===== config.mk =====
export PLATFORM = sky130hd
export DESIGN_NAME = uic_codec
export DESIGN_NICKNAME = d
export VERILOG_FILES = /design/src/core/uic_pkg.sv /design/src/core/uic_codec.sv /design/src/core/uic_baud_div.sv
export VERILOG_INCLUDE_DIRS = /design/src /design/src/core
export SDC_FILE = /design/constraint.sdc
export NUM_CORES = 1
export LEC_CHECK = 0
export BUFFER_PORTS_ARGS = -buffer_cell sky130_fd_sc_hd__buf_2
export CAP_MARGIN = 20
export CORE_MARGIN = 10
export CORE_UTILIZATION = 53
export CTS_BUF_LIST = sky130_fd_sc_hd__clkbuf_16
export CTS_CLUSTER_SIZE = 40
export DETAILED_ROUTE_END_ITERATION = 10
export PLACE_DENSITY = 0.76
export SYNTH_ARGS = -nofsm -noshare
export SYNTH_HDL_FRONTEND = slang
export SYNTH_SLANG_ARGS = --single-unit

===== constraint.sdc =====
create_clock -name i_clk -period 2.4 [get_ports i_clk]
set_input_delay 0.24 -clock i_clk [delete_from_list [all_inputs] [get_ports i_clk]]
set_output_delay 0.24 -clock i_clk [all_outputs]
set_load 0.02 [all_outputs]

===== src/core/uic_params.svh =====
`ifndef UIC_PARAMS_SVH
`define UIC_PARAMS_SVH

// Baud ticks per bit and the zero-bit pulse shape (low, high, low).
`define UIC_TICKS_PER_BIT    16
`define UIC_ZERO_LOW_TICKS   7
`define UIC_ZERO_HIGH_TICKS  3
`define UIC_ZERO_TAIL_TICKS  6
// Decoder counter values.
`define UIC_RX_UPDATE_COUNT  8
`define UIC_RX_WINDOW_OPEN   12
// Idle level of the regenerated UART input.
`define UIC_RX_IDLE_LEVEL    1'b1
// Modulated output level while idle.
`define UIC_TX_IDLE_LEVEL    1'b0

`endif


===== src/core/uic_pkg.sv =====
package uic_pkg;
    typedef enum logic [1:0]
    {
        UIC_RX_IDLE,
        UIC_RX_FIRST,
        UIC_RX_WINDOW
    } uic_rx_state_type;
endpackage : uic_pkg


===== src/core/uic_codec.sv =====
`timescale 1ns/100ps
`include "uic_params.svh"

// Behaviour
// - Enabled: encode UART transmit, decode receive pin.
// - Link is half-duplex; directions never overlap.
// - Bit timing from divisor: clk/(16*divisor).
// - Bit is 16 ticks; one stays low.
// - Zero: 7 low, 3 high, 6 low.
// - Enabled: modulated output replaces plain transmit pin.
// - Enabled: UART input fed from decoder.
// - Decoder counter runs 0 to 15.
// - Falling edge on input resets counter in idle or window, not in the first twelve counts.
// - Count eight updates regenerated input.
// - Window opens at twelve, closes at eight.
// - Pulse repeats cycle; none returns to idle.
// - Resync never disturbs the UART receiver.
// - One codec instance per UART channel.
module uic_codec #(
    parameter int DIV_WIDTH = 16
) (
    input  wire logic                 i_clk,
    input  wire logic                 i_nrst,
    input  wire logic                 i_infrared_codec_enable,
    input  wire logic                 i_uart_enable,
    input  wire logic [DIV_WIDTH-1:0] i_divisor,
    input  wire logic                 i_uart_txd,
    input  wire logic                 i_rxd_pin,
    input  wire logic                 i_tx_busy,
    output logic                      o_txd_pin,
    output logic                      o_uart_rxd,
    output logic                      o_baud_tick
);
    logic                     tick;
    logic                     run;
    logic [3:0]               tx_phase_reg;
    logic                     tx_bit_reg;
    logic                     tx_active_reg;
    logic                     ir_modulated_out_reg;
    logic                     rx_meta_reg;
    logic                     ir_modulated_in_reg;
    logic                     rx_prev_reg;
    logic                     fall_seen_reg;
    logic [3:0]               rx_count_reg;
    logic                     pulse_in_bit_reg;
    logic                     rx_data_reg;
    logic                     uart_txd_sync_reg;
    logic                     uart_rxd_plain_reg;
    logic                     rx_meta_plain_reg;
    logic                     fall;
    uic_pkg::uic_rx_state_type rx_state_reg;

    assign run = i_uart_enable;

    // One generator per channel; instantiate this module once per UART.
    uic_baud_div #(
        .DIV_WIDTH (DIV_WIDTH)
    ) u_baud (
        .i_clk     (i_clk),
        .i_nrst    (i_nrst),
        .i_run     (run),
        .i_divisor (i_divisor),
        .o_tick    (tick)
    );

    assign o_baud_tick = tick;

    // Encoder: phase counter starts at the first tick after enable and
    // samples the UART output once per bit at phase zero.
    always_ff @(posedge i_clk or negedge i_nrst)
    begin
        if (!i_nrst)
        begin
            tx_phase_reg      <= 4'h0;
            tx_bit_reg        <= 1'b1;
            uart_txd_sync_reg <= 1'b1;
        end
        else if (!i_infrared_codec_enable || !run)
        begin
            tx_phase_reg      <= 4'h0;
            tx_bit_reg        <= 1'b1;
            uart_txd_sync_reg <= 1'b1;
        end
        else
        begin
            uart_txd_sync_reg <= i_uart_txd;
            if (tick)
            begin
                tx_phase_reg <= tx_phase_reg + 4'h1;
                if (tx_phase_reg == 4'h0)
                begin
                    tx_bit_reg <= uart_txd_sync_reg;
                end
            end
        end
    end

    // Zero bit: high only in phases 7..9 of the sixteen; a one stays low.
    always_ff @(posedge i_clk or negedge i_nrst)
    begin
        if (!i_nrst)
        begin
            ir_modulated_out_reg <= `UIC_TX_IDLE_LEVEL;
        end
        else if (!i_infrared_codec_enable || !run)
        begin
            ir_modulated_out_reg <= `UIC_TX_IDLE_LEVEL;
        end
        else if (tick)
        begin
            ir_modulated_out_reg <= !tx_bit_reg
                && (tx_phase_reg >= 4'(`UIC_ZERO_LOW_TICKS))
                && (tx_phase_reg < 4'(`UIC_ZERO_LOW_TICKS + `UIC_ZERO_HIGH_TICKS));
        end
    end

    always_ff @(posedge i_clk or negedge i_nrst)
    begin
        if (!i_nrst)
        begin
            tx_active_reg <= 1'b0;
        end
        else
        begin
            tx_active_reg <= i_tx_busy;
        end
    end

    // Pin mux: the plain UART signals stay internal while the codec is on.
    always_ff @(posedge i_clk or negedge i_nrst)
    begin
        if (!i_nrst)
        begin
            o_txd_pin <= 1'b1;
        end
        else
        begin
            o_txd_pin <= i_infrared_codec_enable ? ir_modulated_out_reg : i_uart_txd;
        end
    end

    // Receive pin synchroniser.
    always_ff @(posedge i_clk or negedge i_nrst)
    begin
        if (!i_nrst)
        begin
            rx_meta_reg         <= 1'b1;
            ir_modulated_in_reg <= 1'b1;
            rx_prev_reg         <= 1'b1;
            rx_meta_plain_reg   <= 1'b1;
            uart_rxd_plain_reg  <= 1'b1;
        end
        else
        begin
            rx_meta_reg         <= i_rxd_pin;
            ir_modulated_in_reg <= rx_meta_reg;
            rx_prev_reg         <= ir_modulated_in_reg;
            rx_meta_plain_reg   <= i_rxd_pin;
            uart_rxd_plain_reg  <= rx_meta_plain_reg;
        end
    end

    // Receive is ignored while transmitting, so the transceiver echo of our
    // own pulses is never decoded.
    assign fall = rx_prev_reg && !ir_modulated_in_reg && !tx_active_reg;

    // Fall edges are latched until the next tick so short pulses between
    // ticks are still seen.
    always_ff @(posedge i_clk or negedge i_nrst)
    begin
        if (!i_nrst)
        begin
            fall_seen_reg <= 1'b0;
        end
        else if (fall)
        begin
            fall_seen_reg <= 1'b1;
        end
        else if (tick)
        begin
            fall_seen_reg <= 1'b0;
        end
    end

    // Decoder state and counter; only the decoded level reaches the UART,
    // so resynchronising never moves the UART's own bit timing.
    always_ff @(posedge i_clk or negedge i_nrst)
    begin
        if (!i_nrst)
        begin
            rx_state_reg     <= uic_pkg::UIC_RX_IDLE;
            rx_count_reg     <= 4'h0;
            pulse_in_bit_reg <= 1'b0;
            rx_data_reg      <= `UIC_RX_IDLE_LEVEL;
        end
        else if (!i_infrared_codec_enable || !run)
        begin
            rx_state_reg     <= uic_pkg::UIC_RX_IDLE;
            rx_count_reg     <= 4'h0;
            pulse_in_bit_reg <= 1'b0;
            rx_data_reg      <= `UIC_RX_IDLE_LEVEL;
        end
        else if (tick)
        begin
            unique case (rx_state_reg)
                uic_pkg::UIC_RX_IDLE:
                begin
                    if (fall_seen_reg)
                    begin
                        rx_state_reg     <= uic_pkg::UIC_RX_FIRST;
                        rx_count_reg     <= 4'h0;
                        pulse_in_bit_reg <= 1'b1;
                    end
                end
                uic_pkg::UIC_RX_FIRST:
                begin
                    rx_count_reg <= rx_count_reg + 4'h1;
                    if (rx_count_reg + 4'h1 == 4'(`UIC_RX_UPDATE_COUNT))
                    begin
                        rx_data_reg      <= !pulse_in_bit_reg;
                        pulse_in_bit_reg <= 1'b0;
                    end
                    if (rx_count_reg + 4'h1 == 4'(`UIC_RX_WINDOW_OPEN))
                    begin
                        rx_state_reg <= uic_pkg::UIC_RX_WINDOW;
                    end
                end
                uic_pkg::UIC_RX_WINDOW:
                begin
                    if (fall_seen_reg)
                    begin
                        rx_count_reg     <= 4'h0;
                        pulse_in_bit_reg <= 1'b1;
                        rx_state_reg     <= uic_pkg::UIC_RX_FIRST;
                    end
                    else if (rx_count_reg + 4'h1 == 4'(`UIC_RX_UPDATE_COUNT))
                    begin
                        rx_data_reg  <= !pulse_in_bit_reg;
                        rx_count_reg <= 4'h0;
                        rx_state_reg <= uic_pkg::UIC_RX_IDLE;
                    end
                    else
                    begin
                        rx_count_reg <= rx_count_reg + 4'h1;
                    end
                end
            endcase
        end
    end

    always_ff @(posedge i_clk or negedge i_nrst)
    begin
        if (!i_nrst)
        begin
            o_uart_rxd <= `UIC_RX_IDLE_LEVEL;
        end
        else
        begin
            o_uart_rxd <= i_infrared_codec_enable ? rx_data_reg : uart_rxd_plain_reg;
        end
    end
endmodule : uic_codec


===== src/core/uic_baud_div.sv =====
`timescale 1ns/100ps
`include "uic_params.svh"

// Baud-rate generator: one-cycle tick every i_divisor system clocks, so that a
// bit of 16 ticks lasts 16 x divisor clocks.
module uic_baud_div #(
    parameter int DIV_WIDTH = 16
) (
    input  wire logic                 i_clk,
    input  wire logic                 i_nrst,
    input  wire logic                 i_run,
    input  wire logic [DIV_WIDTH-1:0] i_divisor,
    output logic                      o_tick
);
    logic [DIV_WIDTH-1:0] count_reg;

    // A divisor of zero behaves as one so the tick never stalls.
    always_ff @(posedge i_clk or negedge i_nrst)
    begin
        if (!i_nrst)
        begin
            count_reg <= '0;
            o_tick    <= 1'b0;
        end
        else if (!i_run)
        begin
            count_reg <= '0;
            o_tick    <= 1'b0;
        end
        else if (count_reg + DIV_WIDTH'(1) >= i_divisor)
        begin
            count_reg <= '0;
            o_tick    <= 1'b1;
        end
        else
        begin
            count_reg <= count_reg + DIV_WIDTH'(1);
            o_tick    <= 1'b0;
        end
    end
endmodule : uic_baud_div


# Word level (Yosys, flattened, before mapping)
# Cells that the tools add are included.
[op_classes]
addsub = 3
order_cmp = 3
n_eq_ne = 10
muxes = 39
n_reduce_logical = 23
[op_table]
columns = ["cell", "count"]
rows = [
  ["$mux 16", 2],
  ["$mux 4", 7],
  ["$mux 1", 20],
  ["$add 16x1->16 const B", 1],
  ["$ge 16x16->1", 1],
  ["$mux 2", 6],
  ["$ne 3x3->1 const B", 4],
  ["$pmux 4 s3", 1],
  ["$add 4x1->4 const B", 2],
  ["$eq 4x4->1 const B", 2],
  ["$logic_not 1->1", 6],
  ["$pmux 2 s3", 1],
  ["$reduce_and 3->1", 2],
  ["$reduce_bool 2->1", 3],
  ["$ge 4x3->1 const B", 1],
  ["$logic_and 1x1->1", 4],
  ["$logic_not 4->1", 1],
  ["$lt 4x4->1 const B", 1],
  ["$ne 4x4->1 const B", 1],
  ["$pmux 1 s2", 2],
  ["$reduce_and 2->1", 2],
  ["$reduce_and 4->1", 1],
  ["$ne 3x1->1 const B", 1],
  ["$reduce_bool 3->1", 1],
  ["5 further kinds", 5],
]
[totals]
reg_bits = 39
inputBits = 23
out_inout_bits = 3

# Longest topological paths before layout
# Gate-level depths: netlist of the first run.
[logic_depth]
ltp_word = 7
mapped_depth = 11
depth_no_buf = 10

# By module
# A second synthesis of the first run with hierarchy kept.
[hier_totals]
cells_unflattened = 239
area_unflattened_um2 = 2467.4
[modules_own_cells]
columns = ["module", "instances", "cells_each", "area_per_inst_um2", "seq_area_each_um2"]
rows = [
  ["uic_baud_div", 1, 132, 1305.0, 425.4],
  ["uic_codec", 1, 107, 1162.4, 560.5],
]

# Worst setup path after synthesis of the first run
# Ideal clock, no wire load.
[synth_path]
kind = "register -> register"
start = "register u_baud.count_reg[0]"
end = "register u_baud.count_reg[10]"
setup_time_ps = 123
arrival_time_ps = 2319
required_time_ps = 2277
path_slack_ps = -41
path_stages_with_launch = 11
path_buffers = 1
synth_period_minus_slack_ps = 2441
cell_sequence = "dfrtp_1 ha_1 nand3_1 nor4_4 xor2_1 ha_1 and4_1 o211ai_1 o211ai_2 buf_2 nor2_1"
[synth_between]
elab_chain_len = 4
[synth_lines]
columns = ["item", "line_no", "rtl"]
rows = [
  ["from (decl)", "uic_baud_div.sv:15", "logic [DIV_WIDTH-1:0] count_reg;"],
  ["from (signal assigned)", "uic_baud_div.sv:37", "count_reg <= count_reg + DIV_WIDTH'(1);"],
  ["$add 16x1->16 (*)", "uic_baud_div.sv:30, uic_baud_div.sv:37", ""],
  ["$ge 16x16->1", "uic_baud_div.sv:30", "else if (count_reg + DIV_WIDTH'(1) >= i_divisor)"],
  ["$mux 16 (*)", "uic_baud_div.sv:30", ""],
  ["$mux 16 (*)", "uic_baud_div.sv:25", "else if (!i_run)"],
]
# Every way passes the cells marked *; elsewhere a longest branch is shown, timed or not.
# A chain may end at the register's enable or synchronous reset.

# Worst setup path in the final report of the first run
[layout_path]
start = "register u_baud.count_reg[1]"
end = "register u_baud.count_reg[0]"
[layout_between]
elab_chain_len = 4
[layout_lines]
columns = ["item", "line_no"]
rows = [
  ["$add 16x1->16", "uic_baud_div.sv:30"],
  ["$ge 16x16->1", "uic_baud_div.sv:30"],
  ["$mux 16", "uic_baud_div.sv:30"],
  ["$mux 16", "uic_baud_div.sv:25"],
]
# No other way between the ends.

==> results of run 1 <==
## cell families (layout without fill, tap and decap cells)
logic type	after synthesis	after routing	synth area share [%]
compound gates	38	38	11.8
xor+xnor	17	17	6.04
fa+ha+maj	25	25	12.7
buf+inv	29	93	4.62
flops	39	39	40.0
mux	6	6	2.59
simple gates	106	106	22.2
## cell type report
cell class	instances	area, um2	area share, %
inverter	24	90.1	2.81
tap	52	65.1	2.03
clock inverter	3	12.5	0.390
timing repair buffer	61	419	13.1
sequential	39	987	30.8
multi-input combinational	192	1510	47.1
clock buffer	5	125	3.90
## what timing repair did
action / in CTS / in global routing
pin swaps: 14 / 29
hold endpoints to repair: 0 / 0
endpoints found under the setup margin: 17 / 17
buffers inserted: 14 / 8
gates resized for setup: 9 / 25
## where the power goes
group	switching (mW)	internal (mW)
registers	0.00982	0.674
clock network	0.249	0.375
logic	0.0805	0.0635
total	0.339	1.11
## final timing paths
check / startpoint / endpoint / slack, ns
worst max-delay path: u_baud.count_reg[1] / u_baud.count_reg[0] / -0.17
worst min-delay path: i_nrst / pulse_in_bit_reg / 0.06
worst max register to register: u_baud.count_reg[1] / u_baud.count_reg[0] / -0.17
worst min register to register: rx_meta_plain_reg / uart_rxd_plain_reg / 0.36
max in group asynchronous: i_nrst / u_baud.count_reg[0] / 1.77
min in group i_clk: i_rxd_pin / rx_meta_plain_reg / 0.06
## layout by cell type, fill, tap and decap left out, types with 2 or more instances in the layout
| master | Yosys | layout |
|---|---|---|
| a21o_1 | 6 | 6 |
| a21oi_1 | 6 | 5 |
| a21oi_2 | 1 | 2 |
| a22o_1 | 2 | 2 |
| and2_1 | 3 | 3 |
| buf_2 | 4 | 25 |
| buf_4 | 0 | 32 |
| buf_6 | 0 | 3 |
| clkbuf_16 | 0 | 5 |
| dfrtp_1 | 31 | 30 |
| dfstp_2 | 8 | 8 |
| ha_1 | 25 | 24 |
| inv_1 | 24 | 25 |
| mux2_2 | 3 | 3 |
| mux2i_1 | 3 | 3 |
| nand2_1 | 32 | 32 |
| nand2b_1 | 6 | 6 |
| nand3_1 | 9 | 7 |
| nand4_1 | 5 | 5 |
| nor2_1 | 28 | 22 |
| nor2_2 | 2 | 8 |
| nor2b_1 | 3 | 3 |
| nor3_1 | 6 | 3 |
| nor3_4 | 0 | 2 |
| nor4_4 | 1 | 2 |
| o211ai_1 | 4 | 4 |
| o21a_1 | 2 | 2 |
| o21ai_0 | 5 | 3 |
| o21ai_1 | 1 | 2 |
| o221ai_2 | 2 | 2 |
| xnor2_1 | 8 | 7 |
| xor2_1 | 9 | 6 |
| xor2_2 | 0 | 3 |
## metrics by stage
step           hold WS, ns  setup TNS [ns]
2_1_floorplan      -0.0556               0
3_3_place_gp         0.346         -0.0250
3_5_place_dp         0.347           -1.46
4_1_cts             0.0509         -0.0422
5_1_grt             0.0577           -5.27
6_report            0.0571           -2.10
## per-layer routing
| layer | GRT usage [%] | up-vias | part of all wire [%] |
|---|---|---|---|
| li1 | - | 1017 | - |
| met1 | 16.2 | 985 | 42 |
| met2 | 25.9 | 51 | 52 |
| met3 | 3.34 | 11 | 4.2 |
| met4 | 7.99 | 0 | 2.4 |
| met5 | 0 | - | 0 |
==> flow_summary.json, run 1 <==
{
  "avgRoutedWirePerCell_um": 15.3,
  "cp_max_fo": 8,
  "synthCells": 260,
  "ys_ff_latch": 39,
  "synthesis.nets": 308,
  "arrival_ns": 2.77,
  "skew_ns": 0.00529,
  "port_buffers": 25,
  "fin_util_pct": 72.7,
  "ioPinCount": 26,
  "crit_type": "reg2reg",
  "cp.required_ns": 2.60,
  "power_mw": 1.45,
  "insertion_delay_ns": 0.28,
  "violations": "setup timing",
  "maxCapViolCount": 0,
  "synth_edf_count": 0,
  "critical_path_buf_inv_count": 2,
  "final_cells": 376,
  "grt_max_degree": 40,
  "viasPerCell": 5.49,
  "dieArea_um2": 7780,
  "setup_viol": 17,
  "overflow": 0,
  "netlist-cell-type-count": 46,
  "fin_crit_sh_pct": 107,
  "core_area_um2": 4410,
  "crit_slowest_cell": "dfrtp_1",
  "synth_most_common_cell": "nand2_1",
  "hold_path.class": "in2async",
  "drt_wl_total_um": 5740,
  "postLayoutCellArea_um2": 3210,
  "post-place-cells": 347,
  "synth_warnings": 0,
  "area_growth_pct": 30.3,
  "fin_crit_ns": 2.57,
  "nNetsFinal": 371,
  "fp.dieW_um": 88.2,
  "path_common_cell": "a21o_1",
  "setup_ws_ns": -0.166,
  "dpl_worst_slack_ns": -0.181,
  "cts_max_level": 2,
  "status": "complete, but fails checks",
  "netlist_top_cells_count": "nand2_1, dfrtp_1, nor2_1, ha_1, inv_1",
  "synth_area_per_cell_um2": 9.48,
  "place_area_um2": 2760,
  "largest_reg_flops": 16,
  "slew_headroom_pct": 44.4,
  "end_kind": "register",
  "ys_seq_area_share_pct": 40.0,
  "drt-initial-drc-count": 84,
  "drc_errors": 0,
  "slowest_delay_ns": 0.41,
  "clock-sinks": 39,
  "hold_buffers": 0,
  "finalHoldViolations": 0,
  "first_pass_iters": 4,
  "rsz0062_at_grt": "true",
  "rr_worst_depth": 11,
  "dpl.hpwl_um": 3910,
  "synth_area_leaders": "dfrtp_1, ha_1, dfstp_2, nand2_1, nor2_1",
  "syn_area_um2": 2460,
  "cts_tree": "built",
  "leakage_nw": 1.63,
  "via_count": 2064,
  "synth_top_area_share_pct": 31.5,
  "power_density_nw_per_um2": 452,
  "initial_utilization_pct": 55.8,
  "slew_viol_final": 0,
  "grt_use_total_pct": 14.8,
  "die_h_um": 88.2,
  "crit_family": "compound AO/OA/AOI/OAI gates",
  "path_depth": 11,
  "grt_pass1_wl_um": 9140,
  "ys.flop_type": "dfrtp_1",
  "drive_above_1_share_pct": 35.2,
  "crit_chain": "nand4_1, buf_4, nor4_4, xor2_2, ha_1, a21o_1, a21o_1, a21oi_2, o211ai_4, buf_6, nor3_4",
  "worstMarginPinSlew_ns": 0.834,
  "async_flop_share_pct": 100,
  "cp-start-kind": "register",
  "antenna_found_initial": 0,
  "ir_drop_mv": 0.341,
  "ant_nets": 0,
  "grt_pass1_vias": 2123,
  "root_buffer": "clkbuf_16",
  "path_clk_slew_ns": 0.06,
  "cts.path.max_buffers": 2,
  "rows": 24,
  "diodes": 0,
  "yosysTopAreaCell": "dfrtp_1",
  "fillers": 312,
  "gp_congestion": 0.825,
  "max_freq_mhz": 390,
  "cts_inserted_buffers": 5
}
(Power assumes the default switching activity.)
==> run 2: changes to the inputs <==
- BUFFER_PORTS_ARGS: -buffer_cell sky130_fd_sc_hd__buf_2 -> -buffer_cell sky130_fd_sc_hd__buf_4
==> run 2 against run 1 <==
The flow still finishes with violations (setup timing). Cell area decreased by 1.4%. Fmax rose by 2.5%. Global-route usage is 0.25 points higher. Worst hold slack improved by 0.0090 ns. Utilization decreased by 1.0 points. Clock skew is 0.0026 ns lower. Highest routed layer unchanged.
==> flow_summary.json, run 2 (synthesis results as in run 1) <==
{
  "grt_use_total_pct": 15.0,
  "worstMarginPinSlew_ns": 0.489,
  "dieArea_um2": 7780,
  "dpl.hpwl_um": 3930,
  "root_buffer": "clkbuf_16",
  "grt_pass1_wl_um": 9340,
  "fillers": 333,
  "area_growth_pct": 28.4,
  "p_sw_share_pct": 21.7,
  "power_density_nw_per_um2": 498,
  "port_buffers": 25,
  "fin_crit_sh_pct": 104,
  "p_switching_mw": 0.342,
  "rsz0062_at_grt": "true",
  "slew_headroom_pct": 67.4,
  "fin_util_pct": 71.7,
  "antenna_found_initial": 0,
  "post-place-cells": 345,
  "rows": 24,
  "cts.path.max_buffers": 2,
  "finalHoldViolations": 0,
  "drc_errors": 0,
  "die_h_um": 88.2,
  "cts_tree": "built",
  "fp.dieW_um": 88.2,
  "hold_path.class": "in2reg",
  "ioPinCount": 26,
  "drt_wl_total_um": 5600,
  "power_frac_seq_pct": 43.3,
  "via_count": 2055,
  "leakage_nw": 1.60,
  "drive_above_1_share_pct": 30.4,
  "setup_ws_ns": -0.103,
  "initial_utilization_pct": 55.8,
  "ant_nets": 0,
  "slew_viol_final": 0,
  "ir_drop_mv": 0.264,
  "viasPerCell": 5.58,
  "whs_ns": 0.0661,
  "crit_type": "reg2reg",
  "overflow": 0,
  "fin_crit_ns": 2.50,
  "final_cells": 368,
  "power_mw": 1.58,
  "drt-initial-drc-count": 116,
  "path_clk_slew_ns": 0.06,
  "combPwrFrac_pct": 9.4,
  "insertion_delay_ns": 0.28,
  "cts_max_level": 2,
  "avgRoutedWirePerCell_um": 15.2,
  "status": "complete, but fails checks",
  "final_common_cell": "buf_4",
  "diodes": 0,
  "skew_ns": 0.00267,
  "end_kind": "register",
  "cp.required_ns": 2.61,
  "setup_viol": 17,
  "grt_pass1_vias": 2086,
  "cp-start-kind": "register",
  "clock_power_share_pct": 47.3,
  "cts_inserted_buffers": 5,
  "gp_congestion": 0.815,
  "first_pass_iters": 4,
  "cp_max_fo": 8,
  "internal_power_mw": 1.23,
  "max_freq_mhz": 400,
  "mostFrequentLayoutCells": "buf_4, nand2_1, dfrtp_1, nor2_1, ha_1",
  "maxCapViolCount": 0,
  "nNetsFinal": 363,
  "arrival_ns": 2.71,
  "largest_reg_flops": 16,
  "core_area_um2": 4410,
  "grt_max_degree": 40,
  "clock-sinks": 39,
  "violations": "setup timing"
}
## run 2: cell types whose count changed in the layout (fill, tap and decap cells not counted), sizes merged
cell	change
bufinv	+1
clkinv	-1
dlygate4sd3	+1
buf	-9
## run 2: cell type report
| type | instances | area (um2) | share of cell area [%] |
|---|---|---|---|
| Clock inverter | 3 | 42.5 | 1.34 |
| Clock buffer | 5 | 125 | 3.96 |
| Tap cell | 52 | 65.1 | 2.06 |
| Inverter | 24 | 90.1 | 2.85 |
| Timing Repair Buffer | 53 | 415 | 13.1 |
| Multi-Input combinational cell | 192 | 1440 | 45.5 |
| Sequential cell | 39 | 986 | 31.2 |
## run 2: final timing paths
| path | start | to | slack, ns | depth (start not counted) |
|---|---|---|---|---|
| hold / removal | i_rxd_pin | rx_meta_plain_reg | 0.07 | 1 |
| max in group asynchronous | i_nrst | o_txd_pin | 1.57 | 2 |
| setup reg to reg | u_baud.count_reg[0] | u_baud.count_reg[2] | -0.10 | 13 |
| setup / recovery | u_baud.count_reg[0] | u_baud.count_reg[2] | -0.10 | 13 |
| min in group asynchronous | i_nrst | tx_phase_reg[2] | 0.46 | 2 |
| hold reg to reg | rx_meta_plain_reg | uart_rxd_plain_reg | 0.35 | 0 |
## run 2: repair_timing
item,in CTS,in global routing
setup buffers,11,3
hold endpoints to repair,31,0
pin swaps,7,14
hold buffers,1,0
endpoints found under the setup margin,17,17
gates resized for setup,8,11
## run 2: per-layer routing
metal	track usage [%]	vias to the layer above	wire, um
met2	26.6	43	2960
met4	6.28	0	120
met5	0	-	0
met3	3.62	14	193
li1	-	1005	-
met1	16.8	993	2330
## run 2: power by group through the flow
| stage | Clock, mW | Combinational, mW | Sequential, mW |
|---|---|---|---|
| floorplan | 0 | 0.0632 | 0.696 |
| global placement | 0 | 0.133 | 0.692 |
| detailed placement | 0 | 0.136 | 0.694 |
| CTS | 0.762 | 0.145 | 0.681 |
| global route | 0.784 | 0.166 | 0.683 |
| finish | 0.746 | 0.148 | 0.682 |
## run 2: stage by stage
stage / worst slack, ns / cell area [um2] / TNS (ns)
floorplan: 0.000769 / 2470 / 0
global placement: -0.0385 / 2790 / -0.238
detailed placement: -0.118 / 2790 / -1.04
CTS: -0.0420 / 3090 / -0.504
global route: -0.280 / 3160 / -4.41
finish: -0.103 / 3160 / -1.47
## run 2: critical path, stage by stage (launching register included)
cell and delay [ns]:
dfrtp_1 0.42, nand4_1 0.19, buf_4 0.21, buf_6 0.11
nor2_4 0.07, nand3_2 0.11, xnor2_2 0.22, ha_1 0.27
buf_4 0.13, buf_4 0.12, a21oi_2 0.14, o211ai_2 0.16
buf_6 0.17, nor2_1 0.11
==> run 3: changes to the inputs <==
- CORE_UTILIZATION: 53 -> 55
- PLACE_DENSITY: 0.76 -> 0.75
- clock period: 2.4 -> 2.55 ns (I/O delays scaled with it)
==> run 3 against run 2 <==
Highest routed layer unchanged. Worst hold slack better by 0.012 ns. Critical path depth shrank 1. Die area down 2.8%. Utilization shrank 0.59 points. Sequential cell count did not move. Non-clock buffer count decreased by 5. Via count decreased by 1.9%. Clock skew up 0.00079 ns. Fmax grew 0.19%. The flow now finishes without violations. Worst setup slack improved by 0.15 ns. Total power shrank 7.4%.
==> flow_summary.json, run 3 (synthesis results as in run 1) <==
{
  "gp_congestion": 0.814,
  "cts_tree": "built",
  "via_count": 2016,
  "cts_max_level": 2,
  "dpl.hpwl_um": 3660,
  "cts.path.max_buffers": 2,
  "dieArea_um2": 7560,
  "multi_input_area_um2": 1420,
  "core_area_um2": 4350,
  "drc_errors": 0,
  "fin_crit_sh_pct": 98.0,
  "drive_above_1_share_pct": 28.3,
  "crit_chain": "nand4_1, buf_4, buf_4, nor2_2, nand3_2, xnor2_2, ha_1, and4_4, o211ai_1, o211ai_2, buf_6, nor2_1",
  "fillers": 327,
  "setup_viol": 0,
  "grt_pass1_vias": 1905,
  "root_buffer": "clkbuf_16",
  "status": "finished, final reports clean",
  "diodes": 0,
  "use_met3_pct": 3.37,
  "fp.dieW_um": 86.9,
  "end_kind": "register",
  "path_common_cell": "buf_4",
  "crit_type": "reg2reg",
  "crit_family": "simple AND/OR/NAND/NOR gates",
  "grt_use_total_pct": 13.5,
  "slowest_delay_ns": 0.40,
  "drt_wl_total_um": 5300,
  "antenna_found_initial": 0,
  "use_met1_pct": 16.5,
  "regArea_um2": 987,
  "tns_ns": 0,
  "overflow": 0,
  "mostFrequentLayoutCells": "buf_4, nand2_1, dfrtp_1, nor2_1, inv_1",
  "initial_utilization_pct": 56.6,
  "first_pass_iters": 4,
  "cp_max_fo": 8,
  "grt-busiest-layer": "met2",
  "hold_path.class": "in2reg",
  "ant_nets": 0,
  "nNetsFinal": 358,
  "maxCapViolCount": 0,
  "grtUsageMet2_pct": 21.7,
  "rows": 24,
  "fin_crit_ns": 2.50,
  "finalHoldViolations": 0,
  "cts_inserted_buffers": 5,
  "die_h_um": 86.9,
  "leakage_nw": 1.59,
  "ioPinCount": 26,
  "path_clk_slew_ns": 0.05,
  "grt_max_degree": 40,
  "max_freq_mhz": 400,
  "final_common_cell": "buf_4",
  "cp.required_ns": 2.72,
  "slew_headroom_pct": 65.9,
  "viasPerCell": 5.55,
  "whs_ns": 0.0776,
  "rsz0062_at_grt": "true",
  "largest_reg_flops": 16,
  "crit_slowest_cell": "dfrtp_1",
  "avgRoutedWirePerCell_um": 14.6,
  "insertion_delay_ns": 0.28,
  "drt-initial-drc-count": 120,
  "ir_drop_mv": 0.269,
  "worstMarginPinSlew_ns": 0.511,
  "arrival_ns": 2.67,
  "port_buffers": 25,
  "clock-sinks": 39,
  "critical_path_buf_inv_count": 3,
  "cp-start-kind": "register",
  "slew_viol_final": 0,
  "grt_pass1_wl_um": 8290,
  "skew_ns": 0.00347,
  "area_growth_pct": 25.6,
  "power_density_nw_per_um2": 472
}
run 3: changes by cell type in the layout (fill, tap and decap cells not counted), moves of 2 or more:
| cell | delta |
|---|---|
| xor2_2 | -2 |
| xor2_1 | +2 |
| buf_4 | -3 |
| buf_6 | -2 |
| inv_1 | +2 |
run 3: final timing paths:
path / start / end / slack (ns) / depth (start not counted)
min in group asynchronous: i_nrst / fall_seen_reg / 0.47 / 2
max: u_baud.count_reg[1] / u_baud.count_reg[8] / 0.05 / 12
min: i_rxd_pin / rx_meta_plain_reg / 0.08 / 1
max in group asynchronous: i_nrst / u_baud.count_reg[4] / 1.72 / 2
min reg2reg: rx_meta_plain_reg / uart_rxd_plain_reg / 0.36 / 0
max reg2reg: u_baud.count_reg[1] / u_baud.count_reg[8] / 0.05 / 12
run 3: area by class of cell:
cell class                      count  share of cell area (%)
Inverter                           24                    2.91
Timing Repair Buffer               48                    12.0
Clock buffer                        5                    4.04
Sequential cell                    39                    31.9
Clock inverter                      3                    1.21
Multi-Input combinational cell    192                    45.9
Tap cell                           52                    2.10
run 3: where the power goes:
group / total [mW] / switching [mW] / internal, mW
clock network: 0.685 / 0.231 / 0.454
registers: 0.642 / 0.00845 / 0.634
logic: 0.132 / 0.0694 / 0.0622
run 3: routing by layer:
metal / share of wire, % / vias up
li1: - / 996
met1: 44 / 968
met2: 50 / 46
met3: 3.8 / 6
met4: 1.8 / 0
met5: 0 / -
run 3: what timing repair did:
action | CTS | global route
gates resized for setup | 0 | 15
hold endpoints to repair | 31 | 0
setup buffers | 2 | 12
setup endpoints to repair | 2 | 17
pin swaps | 1 | 17
hold buffers | 1 | 0
run 3: per-stage QoR:
stage          area (um2)  power, mW  util [%]  std cells  setup slack (ns)
2_1_floorplan        2460      0.714         -        260             0.109
3_3_place_gp         2750      0.774      63.2        340           -0.0307
3_5_place_dp         2750      0.777      63.2        340           -0.0106
4_1_cts              2940       1.46      67.5        351           0.00675
5_1_grt              3090       1.51      71.1        363            -0.119
6_report             3090       1.46      71.1        363            0.0517
